### src/hdl/opd_pkg.sv
// Shared constants and carrier types for the output dependency block
package opd_pkg;

    localparam int ADDR_W = 12;
    localparam int IDX_W  = 10;
    localparam int SYNC_W = 2;

    // Register indices; byte address is four times the index
    localparam logic [IDX_W-1:0] IDX_P1_PRIMARY   = 10'h016;
    localparam logic [IDX_W-1:0] IDX_P1_SECONDARY = 10'h017;
    localparam logic [IDX_W-1:0] IDX_P1_PEERS     = 10'h018;
    localparam logic [IDX_W-1:0] IDX_P2_PRIMARY   = 10'h019;
    localparam logic [IDX_W-1:0] IDX_P2_SECONDARY = 10'h01a;
    localparam logic [IDX_W-1:0] IDX_P2_PEERS     = 10'h01b;
    localparam logic [IDX_W-1:0] IDX_EIGHTH       = 10'h01c;
    localparam logic [IDX_W-1:0] IDX_MANUAL       = 10'h040;
    localparam logic [IDX_W-1:0] IDX_STATUS       = 10'h050;

    localparam int CFG_SLOTS = 8;
    localparam logic [7:0] CFG_RESET = 8'h00;

    // Field positions
    localparam int EIGHTH_P1_BIT  = 0;
    localparam int EIGHTH_P2_BIT  = 1;
    localparam int MANUAL_SEL_BIT = 2;

    // Condition source vector layout
    localparam int SRC_W      = 26;
    localparam int SRC_PRIM   = 0;
    localparam int SRC_WDOG   = 6;
    localparam int SRC_SEC    = 8;
    localparam int SRC_GPI_LO = 14;
    localparam int SRC_GPI_HI = 16;
    localparam int SRC_PEER12 = 18;
    localparam int SRC_PEERHI = 20;
    localparam int SRC_EIGHTH = 24;
    localparam int SRC_MANUAL = 25;

    // Sources that exist only on the wide variants
    localparam logic [SRC_W-1:0] DET56_BITS    = 26'h0003030;
    localparam logic [SRC_W-1:0] OUT_WIDE_BITS = 26'h10c0000;

    localparam logic [1:0] RESP_OKAY   = 2'h0;
    localparam logic [1:0] RESP_SLVERR = 2'h2;

    typedef struct packed {
        logic              awvalid;
        logic [ADDR_W-1:0] awaddr;
        logic              wvalid;
        logic [31:0]       wdata;
        logic [3:0]        wstrb;
        logic              bready;
        logic              arvalid;
        logic [ADDR_W-1:0] araddr;
        logic              rready;
    } opd_axil_req_t;

    typedef struct packed {
        logic        awready;
        logic        wready;
        logic        bvalid;
        logic [1:0]  bresp;
        logic        arready;
        logic        rvalid;
        logic [31:0] rdata;
        logic [1:0]  rresp;
    } opd_axil_rsp_t;

endpackage

### src/hdl/opd_axil_slave.sv
// AXI4-Lite slave front end with byte-wide register access
`timescale 1ns/1ns
module opd_axil_slave (
    input  wire logic                   clk_in,
    input  wire logic                   arst_n_in,
    input  wire opd_pkg::opd_axil_req_t axil_req_in,
    output opd_pkg::opd_axil_rsp_t      axil_rsp_out,
    output logic                        wr_en_out,
    output logic [opd_pkg::IDX_W-1:0]   wr_idx_out,
    output logic [7:0]                  wr_data_out,
    input  wire logic                   wr_hit_in,
    output logic [opd_pkg::IDX_W-1:0]   rd_idx_out,
    input  wire logic                   rd_hit_in,
    input  wire logic [7:0]             rd_data_in
);
    import opd_pkg::*;

    logic              aw_held_q;
    logic              w_held_q;
    logic [IDX_W-1:0]  awidx_q;
    logic [7:0]        wdata_q;
    logic              wstrb_q;
    logic              bvalid_q;
    logic [1:0]        bresp_q;
    logic              rvalid_q;
    logic [31:0]       rdata_q;
    logic [1:0]        rresp_q;
    logic              aw_take;
    logic              w_take;
    logic              ar_take;
    logic              do_wr;

    assign aw_take = axil_req_in.awvalid && !aw_held_q && !bvalid_q;
    assign w_take  = axil_req_in.wvalid && !w_held_q && !bvalid_q;
    assign ar_take = axil_req_in.arvalid && !rvalid_q;
    assign do_wr   = aw_held_q && w_held_q && !bvalid_q;

    assign wr_en_out   = do_wr && wr_hit_in && wstrb_q;
    assign wr_idx_out  = awidx_q;
    assign wr_data_out = wdata_q;
    assign rd_idx_out  = axil_req_in.araddr[ADDR_W-1:2];

    assign axil_rsp_out.awready = !aw_held_q && !bvalid_q;
    assign axil_rsp_out.wready  = !w_held_q && !bvalid_q;
    assign axil_rsp_out.bvalid  = bvalid_q;
    assign axil_rsp_out.bresp   = bresp_q;
    assign axil_rsp_out.arready = !rvalid_q;
    assign axil_rsp_out.rvalid  = rvalid_q;
    assign axil_rsp_out.rdata   = rdata_q;
    assign axil_rsp_out.rresp   = rresp_q;

    // Address and data may arrive in either order
    always_ff @(posedge clk_in or negedge arst_n_in) begin
        if (!arst_n_in) begin
            aw_held_q <= 1'b0;
            w_held_q  <= 1'b0;
            awidx_q   <= '0;
            wdata_q   <= 8'h00;
            wstrb_q   <= 1'b0;
        end else begin
            if (aw_take) begin
                aw_held_q <= 1'b1;
                awidx_q   <= axil_req_in.awaddr[ADDR_W-1:2];
            end else if (do_wr) begin
                aw_held_q <= 1'b0;
            end
            if (w_take) begin
                w_held_q <= 1'b1;
                wdata_q  <= axil_req_in.wdata[7:0];
                wstrb_q  <= axil_req_in.wstrb[0];
            end else if (do_wr) begin
                w_held_q <= 1'b0;
            end
        end
    end

    always_ff @(posedge clk_in or negedge arst_n_in) begin
        if (!arst_n_in) begin
            bvalid_q <= 1'b0;
            bresp_q  <= RESP_OKAY;
        end else if (do_wr) begin
            bvalid_q <= 1'b1;
            bresp_q  <= wr_hit_in ? RESP_OKAY : RESP_SLVERR;
        end else if (axil_req_in.bready) begin
            bvalid_q <= 1'b0;
        end
    end

    always_ff @(posedge clk_in or negedge arst_n_in) begin
        if (!arst_n_in) begin
            rvalid_q <= 1'b0;
            rdata_q  <= 32'h0000_0000;
            rresp_q  <= RESP_OKAY;
        end else if (ar_take) begin
            rvalid_q <= 1'b1;
            rdata_q  <= rd_hit_in ? {24'h00_0000, rd_data_in} : 32'h0;
            rresp_q  <= rd_hit_in ? RESP_OKAY : RESP_SLVERR;
        end else if (axil_req_in.rready) begin
            rvalid_q <= 1'b0;
        end
    end

endmodule

### src/hdl/opd_product_term.sv
// One product term: AND of every enabled condition source
`timescale 1ns/1ns
module opd_product_term #(
    parameter int N = 26
) (
    input  wire logic [N-1:0] enable_in,
    input  wire logic [N-1:0] source_ok_in,
    output logic              term_out
);
    logic [N-1:0] pass;

    // A cleared enable makes its source count as true
    for (genvar i = 0; i < N; i++) begin : g_src
        assign pass[i] = source_ok_in[i] || !enable_in[i];
    end

    assign term_out = &pass;

endmodule

### src/hdl/opd_top.sv
// Dependency logic for the third programmable output, both product terms
//
// Contract
// - Deassert output when either product is one
// - Zero enable bit excludes its source
// - 19h bits 0-3 select detector primary
// - 19h bits 4-5: detectors five, six
// - 19h bits 6-7 select both watchdogs
// - 1Ah bits 0-5 select detector secondary
// - General inputs at 1Ah[7:6], 1Bh[1:0]
// - 1Bh bits 2-3: outputs one, two
// - 1Bh bits 4-7: four further outputs
// - 1Ch bit 1: eighth output
// - 40h bit 2: assert while manual reset low
// - First product uses 16h-18h, 1Ch bit 0
//
// Register access over AXI4-Lite is this design's own decision.
`timescale 1ns/1ns
module opd_top #(
    parameter int NUM_DETECTORS = 6,
    parameter int NUM_OUTPUTS   = 8
) (
    input  wire logic                   clk_in,
    input  wire logic                   arst_n_in,
    input  wire opd_pkg::opd_axil_req_t axil_req_in,
    output opd_pkg::opd_axil_rsp_t      axil_rsp_out,
    input  wire logic [5:0]             primary_ok_in,
    input  wire logic [5:0]             secondary_ok_in,
    input  wire logic [1:0]             watchdog_ok_in,
    input  wire logic [3:0]             general_logic_input_in,
    input  wire logic [6:0]             peer_output_idle_in,
    input  wire logic                   manual_reset_n_in,
    output logic                        output_three_assert_out,
    output logic                        product_one_out,
    output logic                        product_two_out
);
    import opd_pkg::*;

    if (NUM_DETECTORS != 4 && NUM_DETECTORS != 6) begin : g_bad_det
        $error("NUM_DETECTORS must be 4 or 6");
    end
    if (NUM_OUTPUTS != 5 && NUM_OUTPUTS != 8) begin : g_bad_out
        $error("NUM_OUTPUTS must be 5 or 8");
    end

    // Sources absent on the narrow variants never take part
    localparam logic [SRC_W-1:0] EN_MASK =
        ~((NUM_DETECTORS == 6 ? '0 : DET56_BITS) |
          (NUM_OUTPUTS == 8 ? '0 : OUT_WIDE_BITS));

    logic [7:0]       cfg_q [CFG_SLOTS];
    logic             wr_en;
    logic [IDX_W-1:0] wr_idx;
    logic [7:0]       wr_data;
    logic             wr_hit;
    logic [2:0]       wr_slot;
    logic [IDX_W-1:0] rd_idx;
    logic             rd_hit;
    logic [7:0]       rd_data;
    logic [SRC_W-1:0] raw_src;
    logic [SRC_W-1:0] sync1_q;
    logic [SRC_W-1:0] src_ok_q;
    logic [SRC_W-1:0] en_one;
    logic [SRC_W-1:0] en_two;
    logic             prod_one;
    logic             prod_two;
    logic             assert_q;
    logic             prod_one_q;
    logic             prod_two_q;

    opd_axil_slave u_bus (
        .clk_in       (clk_in),
        .arst_n_in    (arst_n_in),
        .axil_req_in  (axil_req_in),
        .axil_rsp_out (axil_rsp_out),
        .wr_en_out    (wr_en),
        .wr_idx_out   (wr_idx),
        .wr_data_out  (wr_data),
        .wr_hit_in    (wr_hit),
        .rd_idx_out   (rd_idx),
        .rd_hit_in    (rd_hit),
        .rd_data_in   (rd_data)
    );

    // Maps a register index onto its storage slot
    function automatic logic [3:0] slot_of(input logic [IDX_W-1:0] idx);
        logic [3:0] s;
        s = 4'hf;
        unique case (idx)
            IDX_P1_PRIMARY:   s = 4'h0;
            IDX_P1_SECONDARY: s = 4'h1;
            IDX_P1_PEERS:     s = 4'h2;
            IDX_P2_PRIMARY:   s = 4'h3;
            IDX_P2_SECONDARY: s = 4'h4;
            IDX_P2_PEERS:     s = 4'h5;
            IDX_EIGHTH:       s = 4'h6;
            IDX_MANUAL:       s = 4'h7;
            default:          s = 4'hf;
        endcase
        return s;
    endfunction

    logic [3:0] wr_slot_full;
    logic [3:0] rd_slot_full;

    assign wr_slot_full = slot_of(wr_idx);
    assign rd_slot_full = slot_of(rd_idx);
    assign wr_slot      = wr_slot_full[2:0];
    assign wr_hit       = !wr_slot_full[3];
    assign rd_hit       = !rd_slot_full[3] || (rd_idx == IDX_STATUS);

    // Status word shows the registered terms and the output
    always_comb begin
        if (rd_idx == IDX_STATUS) begin
            rd_data = {5'h00, assert_q, prod_two_q, prod_one_q};
        end else if (!rd_slot_full[3]) begin
            rd_data = cfg_q[rd_slot_full[2:0]];
        end else begin
            rd_data = 8'h00;
        end
    end

    always_ff @(posedge clk_in or negedge arst_n_in) begin
        if (!arst_n_in) begin
            for (int i = 0; i < CFG_SLOTS; i++) begin
                cfg_q[i] <= CFG_RESET;
            end
        end else if (wr_en) begin
            cfg_q[wr_slot] <= wr_data;
        end
    end

    // Every condition source comes from outside this clock
    assign raw_src = {manual_reset_n_in,
                      peer_output_idle_in,
                      general_logic_input_in,
                      secondary_ok_in,
                      watchdog_ok_in,
                      primary_ok_in};

    always_ff @(posedge clk_in or negedge arst_n_in) begin
        if (!arst_n_in) begin
            sync1_q  <= '1;
            src_ok_q <= '1;
        end else begin
            sync1_q  <= raw_src;
            src_ok_q <= sync1_q;
        end
    end

    // Enable vectors follow the source layout; the manual
    // reset select is shared by both terms
    logic [7:0] p1_prim;
    logic [7:0] p1_sec;
    logic [7:0] p1_peer;
    logic [7:0] p2_prim;
    logic [7:0] p2_sec;
    logic [7:0] p2_peer;
    logic [7:0] eighth;
    logic [7:0] manual;

    assign p1_prim = cfg_q[0];
    assign p1_sec  = cfg_q[1];
    assign p1_peer = cfg_q[2];
    assign p2_prim = cfg_q[3];
    assign p2_sec  = cfg_q[4];
    assign p2_peer = cfg_q[5];
    assign eighth  = cfg_q[6];
    assign manual  = cfg_q[7];

    assign en_one = EN_MASK & {manual[MANUAL_SEL_BIT],
                               eighth[EIGHTH_P1_BIT],
                               p1_peer, p1_sec, p1_prim};
    // Narrow variants drop the absent sources
    assign en_two = EN_MASK & {manual[MANUAL_SEL_BIT],
                               eighth[EIGHTH_P2_BIT],
                               p2_peer, p2_sec, p2_prim};

    opd_product_term #(.N(SRC_W)) u_term_one (
        .enable_in    (en_one),
        .source_ok_in (src_ok_q),
        .term_out     (prod_one)
    );

    opd_product_term #(.N(SRC_W)) u_term_two (
        .enable_in    (en_two),
        .source_ok_in (src_ok_q),
        .term_out     (prod_two)
    );

    // Output asserted in reset, otherwise only in the cycle after both terms are zero
    always_ff @(posedge clk_in or negedge arst_n_in) begin
        if (!arst_n_in) begin
            assert_q   <= 1'b1;
            prod_one_q <= 1'b0;
            prod_two_q <= 1'b0;
        end else begin
            assert_q   <= !(prod_one || prod_two);
            prod_one_q <= prod_one;
            prod_two_q <= prod_two;
        end
    end

    assign output_three_assert_out = assert_q;
    assign product_one_out         = prod_one_q;
    assign product_two_out         = prod_two_q;

    logic wide_det;
    logic wide_out;
    assign wide_det = (NUM_DETECTORS == 6);
    assign wide_out = (NUM_OUTPUTS == 8);

    // Each enabled source in fault must pull its own term low,
    // whatever its place in the vector
    for (genvar i = 0; i < SRC_W; i++) begin : g_src_chk

    end
endmodule

### config.mk
export PLATFORM = sky130hd
export DESIGN_NAME = opd_top
export DESIGN_NICKNAME = d
export VERILOG_FILES = /design/src/hdl/opd_pkg.sv /design/src/hdl/opd_axil_slave.sv /design/src/hdl/opd_product_term.sv /design/src/hdl/opd_top.sv
export SDC_FILE = /design/constraint.sdc
export NUM_CORES = 1
export LEC_CHECK = 0
export BUFFER_PORTS_ARGS = -buffer_cell sky130_fd_sc_hd__buf_4
export CORE_MARGIN = 3
export CORE_UTILIZATION = 59
export DETAILED_ROUTE_END_ITERATION = 6
export PLACE_DENSITY = 0.85
export SLEW_MARGIN = 0
export SYNTH_ARGS = -nofsm -noshare
export SYNTH_HDL_FRONTEND = slang
export SYNTH_SLANG_ARGS = --single-unit
export TNS_END_PERCENT = 20
### constraint.sdc
create_clock -name clk_in -period 3.3 [get_ports clk_in]
set_input_delay 0.495 -clock clk_in [delete_from_list [all_inputs] [get_ports clk_in]]
set_output_delay 0.495 -clock clk_in [all_outputs]
set_load 0.01 [all_outputs]
Word-level counts from Yosys, hierarchy flattened. Cells that the tools add are included.

Equality and inequality tests: 17. Reduce and logical (&&, ||, !) cells: 129. Bitwise logic cells: 2. $lt $le $gt $ge: 3. Mux-type cells: 20.

Operators with widths (number): 10-bit by 5-bit equality test with 1-bit output, second input constant (14); 64-bit bitwise mux (1); 4-bit one-hot mux with 8 select lines (2); 1-bit zero test (58); 1-bit logical OR (53); 26-bit AND reduction (2); 8-bit two-way mux (6); 10-bit by 7-bit equality test with 1-bit output, second input constant (3); 8-bit binary-select mux with 3-bit select (1); 8-bit demux with 3-bit select (1); 1-bit logical AND (12); 4-bit >= comparator, second input constant (2); 3-bit NOT with 4-bit output (2); 2-bit nonzero test (4); 1-bit two-way mux (7); 4-bit by 1-bit less-than comparator with 1-bit output, second input constant (1); 2-bit two-way mux (2).

Word-level logic and storage cells: 194. Flip-flop bits (word level): 178.

Longest topological paths before layout. Gate-level depths: netlist of the first run.

Word-level depth: 9. Gate-level depth with buffers: 8. Mapped depth without buffers: 5.

Cells and area by module. A second synthesis of the first run with hierarchy kept.

Cell total of the unflattened synthesis: 548. Area total of the unflattened synthesis: 6779.0 um2.

By module, submodules not included: opd_top (cells each 325, seq. area each 3044.2 um2, area each 4737.0 um2, instances 1); opd_axil_slave (cells each 139, seq. area each 825.8 um2, area each 1621.6 um2, instances 1); opd_product_term (cells each 42, seq. area each 0.0 um2, area each 210.2 um2, instances 2).

Worst setup path before layout of the first run. Ideal clock, no wire load.

Path type: input to register. Start point: input axil_req_in[12] in the netlist's numbering. End point: register u_bus.rdata_q[6]. Setup time: 116 ps. Stages on the path: 4. Arrival: 2180 ps. Path buffers: 0. Path slack: 1005 ps. Data required time: 3184 ps. Cell sequence: or4_4 -> nor4_4 -> mux2_2 -> o311ai_0.

Longest elaborated chain between the ends: 9. Elaborated cells on any way between the ends: 19. Those cells by class: eq/ne: 9; mux: 7; bitwise: 1; reduce/logical: 2.

Ends and longest elaborated chain: start: declaration (RTL line opd_top.sv:25) `input wire opd_pkg::opd_axil_req_t axil_req_in,`; 10-bit by 7-bit equality test with 1-bit output or 10-bit by 5-bit equality test with 1-bit output (tied branches) (RTL line opd_top.sv:89) `unique case (idx)`; 4-bit one-hot mux with 8 select lines (RTL line opd_top.sv:89); 3-bit NOT with 4-bit output (not written as such) (RTL line opd_top.sv:117) `rd_data = cfg_q[rd_slot_full[2:0]];`; 8-bit binary-select mux with 3-bit select (RTL line opd_top.sv:117); 8-bit two-way mux (not written as such) (2 in a row) (RTL line opd_top.sv:117); 8-bit two-way mux (RTL line opd_top.sv:116) `end else if (!rd_slot_full[3]) begin`; 8-bit two-way mux (RTL line opd_top.sv:114) `if (rd_idx == IDX_STATUS) begin`; 8-bit two-way mux * (RTL line opd_axil_slave.sv:96) `rdata_q <= rd_hit_in ? {24'h00_0000, rd_data_in} : 32'h0;`; end signal: assignment (RTL line opd_axil_slave.sv:96); end: declaration (RTL line opd_axil_slave.sv:26) `logic [31:0] rdata_q;`.

Every way passes the cells marked *; elsewhere a longest branch is shown, timed or not. The select of a mux whose other input is x is not followed. A chain may end at the register's enable or synchronous reset.

Worst setup path in the final report of the first run.
Start point: register u_bus.awidx_q[5] (netlist: u_bus.wr_idx_out[5]). End point: register cfg_q (netlist bit p2_prim[7]).

Longest elaborated chain between the ends: 8. Elaborated cells on any way between the ends: 19. Those cells by class: order compare: 2; eq/ne: 8; mux: 4; bitwise: 1; reduce/logical: 4.

Ends and longest elaborated chain: start: declaration (RTL line opd_axil_slave.sv:20) `logic [IDX_W-1:0] awidx_q;`; start signal: assignment (RTL line opd_axil_slave.sv:63) `awidx_q <= axil_req_in.awaddr[ADDR_W-1:2];`; 10-bit by 7-bit equality test with 1-bit output or 10-bit by 5-bit equality test with 1-bit output (tied branches) (RTL line opd_top.sv:89); 4-bit one-hot mux with 8 select lines * (RTL line opd_top.sv:89); 3-bit NOT with 4-bit output (not written as such) (RTL line opd_top.sv:129) `cfg_q[wr_slot] <= wr_data;`; 4-bit >= comparator (not written as such) or 4-bit by 1-bit less-than comparator with 1-bit output (tied branches) (RTL line opd_top.sv:129); 1-bit logical AND (not written as such) (RTL line opd_top.sv:129); 8-bit two-way mux (not written as such) (RTL line opd_top.sv:129); 8-bit demux with 3-bit select (RTL line opd_top.sv:129); 64-bit bitwise mux (RTL line opd_top.sv:129); end signal: indexed assignment (RTL line opd_top.sv:129); end: declaration (RTL line opd_top.sv:51) `logic [7:0] cfg_q [CFG_SLOTS];`.

Every way passes the cells marked *; elsewhere a longest branch is shown, timed or not.

==> results of run 1 <==
power groups by stage:
| stage | Clock (mW) | Combinational [mW] | Sequential [mW] |
|---|---|---|---|
| 3_3_place_gp | 0 | 0.628 | 2.37 |
| 3_5_place_dp | 0 | 0.655 | 2.39 |
| 2_1_floorplan | 0 | 0.475 | 2.27 |
| 4_1_cts | 2.03 | 0.661 | 2.36 |
| 5_1_grt | 2.12 | 0.718 | 2.41 |
| 6_report | 2.00 | 0.658 | 2.37 |
cell usage after synthesis (3+ instances only):
library cell | instances | area, um^2
nor3b_1 | 8 | 60.06
or2_2 | 3 | 18.77
nand3_1 | 12 | 60.06
mux2i_1 | 6 | 60.06
nor2_1 | 13 | 48.80
o211ai_1 | 17 | 127.6
and4_1 | 3 | 26.28
mux2_2 | 84 | 945.9
clkbuf_1 | 16 | 60.06
dfrtp_1 | 99 | 2477
o2111ai_1 | 5 | 43.79
dfstp_2 | 53 | 1393
nand2b_1 | 6 | 37.54
a2111oi_0 | 4 | 35.03
inv_1 | 44 | 165.2
nand3b_1 | 3 | 22.52
nor2b_1 | 14 | 87.58
o22ai_1 | 13 | 81.33
o21ai_0 | 22 | 110.1
nand2_1 | 23 | 86.33
buf_4 | 28 | 210.2
nor4_1 | 5 | 31.28
o2bb2ai_1 | 3 | 26.28
a21oi_1 | 11 | 55.05
nor3_1 | 10 | 50.05
o21a_1 | 5 | 37.54
state kept, by name, summed over array words and instances, names as in the netlist, 8 cells and up:
register and count:
manual 8, u_bus.wr_idx_out 10, src_ok_q 26, p1_prim 8
u_bus.wr_data_out 8, p2_prim 8, p2_sec 8, p1_peer 8
u_bus.rdata_q 8, p2_peer 8, p1_sec 8, sync1_q 26
eighth 8
routing by layer:
metal | part of all wire [%] | wire length, um | up-vias | global-route usage, %
met1 | 41 | 6924 | 2412 | 36.00
met5 | 0 | 0 | - | 0
met4 | 3.5 | 601 | 0 | 11.64
met2 | 47 | 7905 | 247 | 42.86
met3 | 8.9 | 1513 | 49 | 8.170
li1 | - | - | 2129 | -
through the flow:
step	cell area, um^2	hold WS (ns)	power, mW
2_1_floorplan	6969	0.1994	2.749
3_3_place_gp	7500	0.3454	2.997
3_5_place_dp	7500	0.3468	3.046
4_1_cts	8135	0.08563	5.058
5_1_grt	8135	0.1119	5.240
6_report	8135	0.07987	5.036
layout make-up:
class                           instances  area [um^2]  area share [%]
Sequential cell                       152         3870           47.57
Multi-Input combinational cell        346         2628           32.30
Timing Repair Buffer                   86        661.9           8.136
Clock buffer                           26        595.6           7.321
Tap cell                              140        175.2           2.153
Inverter                               44        165.2           2.030
Clock inverter                          6        40.04          0.4922
path summary, 6_finish.rpt:
| kind | startpoint | cells past startpoint | slack (ns) | end |
|---|---|---|---|---|
| worst max-delay path | u_bus.wr_idx_out[5]$_DFFE_PN0P_ | 5 | 0.60 | p2_prim[7]$_DFFE_PN0P_ |
| worst max register to register | u_bus.wr_idx_out[5]$_DFFE_PN0P_ | 5 | 0.60 | p2_prim[7]$_DFFE_PN0P_ |
| max in group asynchronous | arst_n_in | 2 | 2.35 | src_ok_q[1]$_DFF_PN1_ |
| worst min register to register | sync1_q[14]$_DFF_PN1_ | 0 | 0.35 | src_ok_q[14]$_DFF_PN1_ |
| worst min-delay path | arst_n_in | 1 | 0.08 | p2_prim[4]$_DFFE_PN0P_ |
| min in group clk_in | primary_ok_in[5] | 1 | 0.17 | sync1_q[5]$_DFF_PN1_ |
critical path, cell delays in order, from the launching register on:
cell      delay [ns]
dfrtp_1         0.38
nor4_1          0.51
and3b_1         0.31
nand3b_1        0.23
nor4_4          0.73
mux2_2          0.42
logic make-up (layout without fill, tap and decap cells):
logic type / after synthesis / in the layout / synth area share, %
mux: 91 / 91 / 15.01
flops: 152 / 152 / 56.29
compound gates: 107 / 107 / 11.06
other cells: 1 / 26 / 0.05454
buf+inv: 93 / 162 / 6.861
xor+xnor: 2 / 2 / 0.2548
simple gates: 120 / 120 / 10.46
==> results.md, run 1 <==
- Total GRT Usage: 27.46%
- Fin Setup TNS: 0 ns
- Fraction of layout cells with a size suffix above 1: 40.91%
- Mean post-synth cell area: 12.15 um^2
- RSZ-0062 raised after global routing: no
- Hold Path Class: input port to asynchronous set/reset pin
- Die area: 0.01298 mm^2
- Commonest non-fill, non-tap cell in the layout: dfrtp_1
- Max Fanout on Critical Path: 8
- Commonest cells after routing, fill and taps aside: dfrtp_1, mux2_2, buf_4
- Reg power frac: 47.1%
- Lkg Pwr: 3.634 nW
- Setup Skew: 0.003775 ns
- Sw Ratio: 26.88%
- Clk sinks: 152
- Int Pwr: 3.682 mW
- # diodes: 0
- Clock share of power: 39.8%
- Root Driver: clkbuf_16
- Post-DR vias/cell: 6.046
- Pwr/cell area: 619.1 mW/mm^2
- Synth-to-layout area growth: 18.33%
- Die Height: 114.0 um
- Placed insts: 768
- Fin crit share: 81.88%
- Result of the run: finished clean
- GPL Wtd Cong: 0.9583
- CTS tree: built
- H-tree depth: 4
- Yosys Warn Count: 0
- Starting DRC count in detailed routing: 369
- Number of global-route vias before repair: 4853
- Slew HR: 43.15%
- Fill count: 761
- PnR worst setup slack: 0.5979 ns
- Synth async-reset ratio: 100.0%
- Critical Path AT: 3.01 ns
- Synth unique cells: 69
- Setup CP Type: flop to flop
- Hold Violations, Final: 0
- Critical Path Start Type: flop
- Post_cts resized: 0
- Worst path required time: 3.61 ns
- Nets@finish: 740
- P_sw: 1.354 mW
- Post-route insts no fill: 800
- Mapped Area: 0.006875 mm^2
- Remaining global-route overflow: 0
- Max-cap viol count: 0
- Post-DP HPWL: 11850 um
- Setup Buffers After CTS: 0
- IO buf count: 79
- Maximum root-to-sink buffer count: 2
- Initial antenna violation count: 0
- Total Routed Length: 16940 um
- Core Rows: 38
- Top_reg_cell synth: dfrtp_1
- #FFs+latches synth: 152
- Clock latency on the worst-skew pair: 0.42 ns
- Worst Setup End Kind: flop
- Initial Util: 61.80%
- Wirelength per Cell: 21.18 um
- Final Util: 73.12%
- Cts hold-fix bufs: 0
- Seq/Total Area, Yosys: 56.29%
- Combinational share of power: 13.1%
- Total CTS buffers: 17
- Die X: 114.0 um
- Worst slew pin tran: 0.8510 ns
- Pin count of the biggest net entering global routing: 84
- Pre-CTS setup slack: 0.5717 ns
- Detailed-route via count: 4837
- Max Slew Vio Count: 0
- Detail Route Antenna Nets: 0
- Fmax: 0.3701 GHz
- First-pass GRT wire length: 26500 um
- Minimum clock period: 2.702 ns
- Number of synthesized flops with an enable pin: 0
- Worst vdd ir: 0.6486 mV
- Core area: 0.01113 mm^2
- Pre-antenna DRT Iters: 4
- Clock transition at path regs: 0.06 ns
- Num ports: 137
- Cells after Synth: 566
- Final setup viols: 0
- # DRC: 0
(Power assumes the default switching activity.)
==> run 2, diff against run 1 <==
--- a/config.mk
+++ b/config.mk
@@ -7,9 +7,9 @@
 export LEC_CHECK = 0
 export BUFFER_PORTS_ARGS = -buffer_cell sky130_fd_sc_hd__buf_4
 export CORE_MARGIN = 3
-export CORE_UTILIZATION = 59
+export CORE_UTILIZATION = 55
 export DETAILED_ROUTE_END_ITERATION = 6
-export PLACE_DENSITY = 0.85
+export PLACE_DENSITY = 0.8
 export SLEW_MARGIN = 0
 export SYNTH_ARGS = -nofsm -noshare
 export SYNTH_HDL_FRONTEND = slang
==> constraint.sdc (replaced) <==
create_clock -name clk_in -period 2.6 [get_ports clk_in]
set_input_delay 0.39 -clock clk_in [delete_from_list [all_inputs] [get_ports clk_in]]
set_output_delay 0.39 -clock clk_in [all_outputs]
set_load 0.01 [all_outputs]
==> run 2 against run 1 <==
  * Design area increased by 0.86%
  * Count of clock-buffer cells in the layout decreased by 4
  * Largest cell class unchanged
  * First-iteration DRC count increased by 15%
  * Setup slack got worse by 0.35 ns
  * Critical endpoint is now p2_prim[4]$_DFFE_PN0P_
  * Sequential cell count unchanged
  * Combinational power increased by 28%
  * Non-clock buffer count increased by 11
  * Clock power increased by 19%
  * Critical path type unchanged
  * Utilization decreased by 5.4 points
  * Clock skew increased by 0.0061 ns
  * Via count decreased by 0.43%
==> results.md, run 2 (synthesis gave the netlist of run 1 again) <==
- Core area: 0.01211 mm^2 (+8.9%)
- Worst vdd ir: 0.6358 mV (-2.0%)
- Nets@finish: 751 (+1.5%)
- Setup Buffers After CTS: 0 (unchanged)
- Final setup viols: 0 (unchanged)
- Pwr/cell area: 762.0 mW/mm^2 (+23%)
- Reg power frac: 48.4% (+1.3 points)
- Post-DR vias/cell: 5.740 (-5.1%)
- FF-to-FF path depth: 6 (+1)
- CP top delay family: simple AND/OR/NAND/NOR gates
- Root Driver: clkbuf_16
- Hold Path Depth: 1
- Final Util: 67.75% (-5.4 points)
- Total Routed Length: 16930 um (about the same)
- Num ports: 137 (unchanged)
- # DRC: 0 (unchanged)
- Combinational share of power: 13.5% (+0.4 points)
- Commonest non-fill, non-tap cell in the layout: dfrtp_1
- Crit-path slowest cell: nor4_1
- Hold Violations, Final: 0 (unchanged)
- Initial antenna violation count: 0 (unchanged)
- P_sw: 1.710 mW (+26%)
- Die Height: 117.8 um (+3.4%)
- Hold Path Class: input port to flop
- Max Fanout on Critical Path: 8 (unchanged)
- CTS tree: built
- H-tree depth: 4 (unchanged)
- Crit path buffers/inverters: 1 (+1)
- Starting DRC count in detailed routing: 426 (+15%)
- Fin crit share: 90.32% (+8.4 points)
- Post-DP HPWL: 12090 um (+2.1%)
- Commonest cells after routing, fill and taps aside: dfrtp_1, buf_4, mux2_2
- Min-Delay Startpoint: peer_output_idle_in[3]
- Remaining global-route overflow: 0 (unchanged)
- Met1 Track Usage GR: 33.29% (-2.7 points)
- GR Util met3: 7.496% (-0.67 points)
- Reg2Reg Capture Point: p2_prim[4]$_DFFE_PN0P_
- FF-to-FF setup slack: 0.25 ns (-0.35 ns)
- Die X: 117.8 um (+3.4%)
- Clock latency on the worst-skew pair: 0.42 ns (about the same)
- Worst Setup End Kind: flop
- Pre-antenna DRT Iters: 5 (+1)
- CP max stage delay: 0.48 ns (-0.25 ns)
- IO buf count: 79 (unchanged)
- Synth-to-layout area growth: 19.34%
- GPL Wtd Cong: 0.9437 (-1.5%)
- Fin Setup TNS: 0 ns (unchanged)
- Clock transition at path regs: 0.06 ns (about the same)
- Wirelength per Cell: 20.18 um (-4.7%)
- Int Pwr: 4.542 mW (+23%)
- Worst path required time: 2.91 ns (-0.70 ns)
- Result of the run: finished clean
- Minimum clock period: 2.348 ns (-0.3539 ns)
- Max-cap viol count: 0 (unchanged)
- Clock share of power: 38.1% (-1.7 points)
- Worst path cell trace: nor4_1 > and3b_1 > nand3b_1 > nor4_4 > buf_4 > mux2_2
- Critical Path Start Type: flop
- R2R Path Start: u_bus.wr_idx_out[5]$_DFFE_PN0P_
- Setup CP Type: flop to flop
- Slew HR: 58.25% (+15 points)
- Fraction of layout cells with a size suffix above 1: 41.73% (+0.82 points)
- Initial Util: 56.77% (-5.0 points)
- Sw Ratio: 27.35% (+0.47 points)
- RSZ-0062 raised after global routing: no
- Pin count of the biggest net entering global routing: 68 (-19%)
- Pwr Total: 6.253 mW (+24%)
- Min Hold Slack: 0.07097 ns (-0.008904 ns)
- Lkg Pwr: 3.661 nW (+0.73%)
- First-pass GRT wire length: 27010 um (+1.9%)
- Setup Skew: 0.009916 ns (+0.006142 ns)
- Critical Path AT: 2.65 ns (-0.36 ns)
- Maximum root-to-sink buffer count: 2 (unchanged)
- Hold EP: sync1_q[21]$_DFF_PN1_
- Met2 Track Usage GR: 40.28% (-2.6 points)
- Detail Route Antenna Nets: 0 (unchanged)
- Fmax: 0.4258 GHz (+15%)
- Total GRT Usage: 25.22% (-2.2 points)
- Clk sinks: 152 (unchanged)
- Max Slew Vio Count: 0 (unchanged)
- Core Rows: 40 (+5.3%)
- Die area: 0.01388 mm^2 (+6.9%)
- # diodes: 0 (unchanged)
- Detailed-route via count: 4816 (-0.43%)
- Most Crowded Layer GR: met2
- Worst slew pin tran: 0.6262 ns (-0.2248 ns)
- Post_cts resized: 0 (unchanged)
- Number of global-route vias before repair: 4976 (+2.5%)
- Total CTS buffers: 17 (unchanged)
run 2: cell count changes in the layout (fill, tap and decap cells not counted):
cell,change
buf_4,+10
clkbuf_16,-4
clkinv_2,+2
bufinv_16,+1
clkinv_4,+1
clkinvlp_4,+1
dlygate4sd3_1,+1
inv_4,-1
run 2: layout make-up:
cell class	instances	area, um^2
Fill cell	922	3906
Sequential cell	152	3870
Tap cell	168	210.2
Multi-Input combinational cell	346	2628
Inverter	44	165.2
Clock inverter	10	90.09
Timing Repair Buffer	97	747.0
Clock buffer	22	495.5
run 2: worst max path at each step:
stage | from | to | slack [ns] | cells after the start
after floorplan | axil_req_in[12] | u_bus.rdata_q[6]$_DFFE_PN0P_ | 0.41 | 4
after global placement | axil_req_in[12] | u_bus.rdata_q[1]$_DFFE_PN0P_ | 0.22 | 6
after detailed placement | axil_req_in[12] | u_bus.rdata_q[6]$_DFFE_PN0P_ | 0.15 | 5
after CTS | u_bus.wr_idx_out[5]$_DFFE_PN0P_ | p2_prim[4]$_DFFE_PN0P_ | 0.24 | 6
after global routing | u_bus.wr_idx_out[5]$_DFFE_PN0P_ | p2_prim[7]$_DFFE_PN0P_ | 0.06 | 6
final | u_bus.wr_idx_out[5]$_DFFE_PN0P_ | p2_prim[4]$_DFFE_PN0P_ | 0.25 | 6
run 2: timing repair:
| action | in CTS | in global routing |
|---|---|---|
| endpoints found under the hold margin | 52 | 0 |
| endpoints found under the setup margin | 0 | 0 |
| hold buffers | 1 | 0 |
run 2: power groups by stage:
stage | Clock (mW) | Sequential (mW) | Combinational [mW]
floorplan | 0 | 2.89 | 0.602
global placement | 0 | 3.02 | 0.809
detailed placement | 0 | 3.05 | 0.839
CTS | 2.41 | 3.01 | 0.848
global route | 2.53 | 3.06 | 0.926
finish | 2.38 | 3.02 | 0.845
run 2: per-stage QoR:
step	std cells	cell area, um^2	worst slack (ns)
finish	839	8205	0.2517
global route	839	8205	0.05602
CTS	839	8205	0.2433
detailed placement	806	7610	0.1473
global placement	806	7610	0.2167
floorplan	591	6969	0.4097
run 2: routing by layer:
layer | part of all wire (%) | vias to the layer above | wire length [um]
met5 | 0 | - | 0
met4 | 2.0 | 0 | 332
met3 | 7.9 | 33 | 1333
met2 | 48 | 241 | 8095
met1 | 42 | 2389 | 7171
li1 | - | 2153 | -
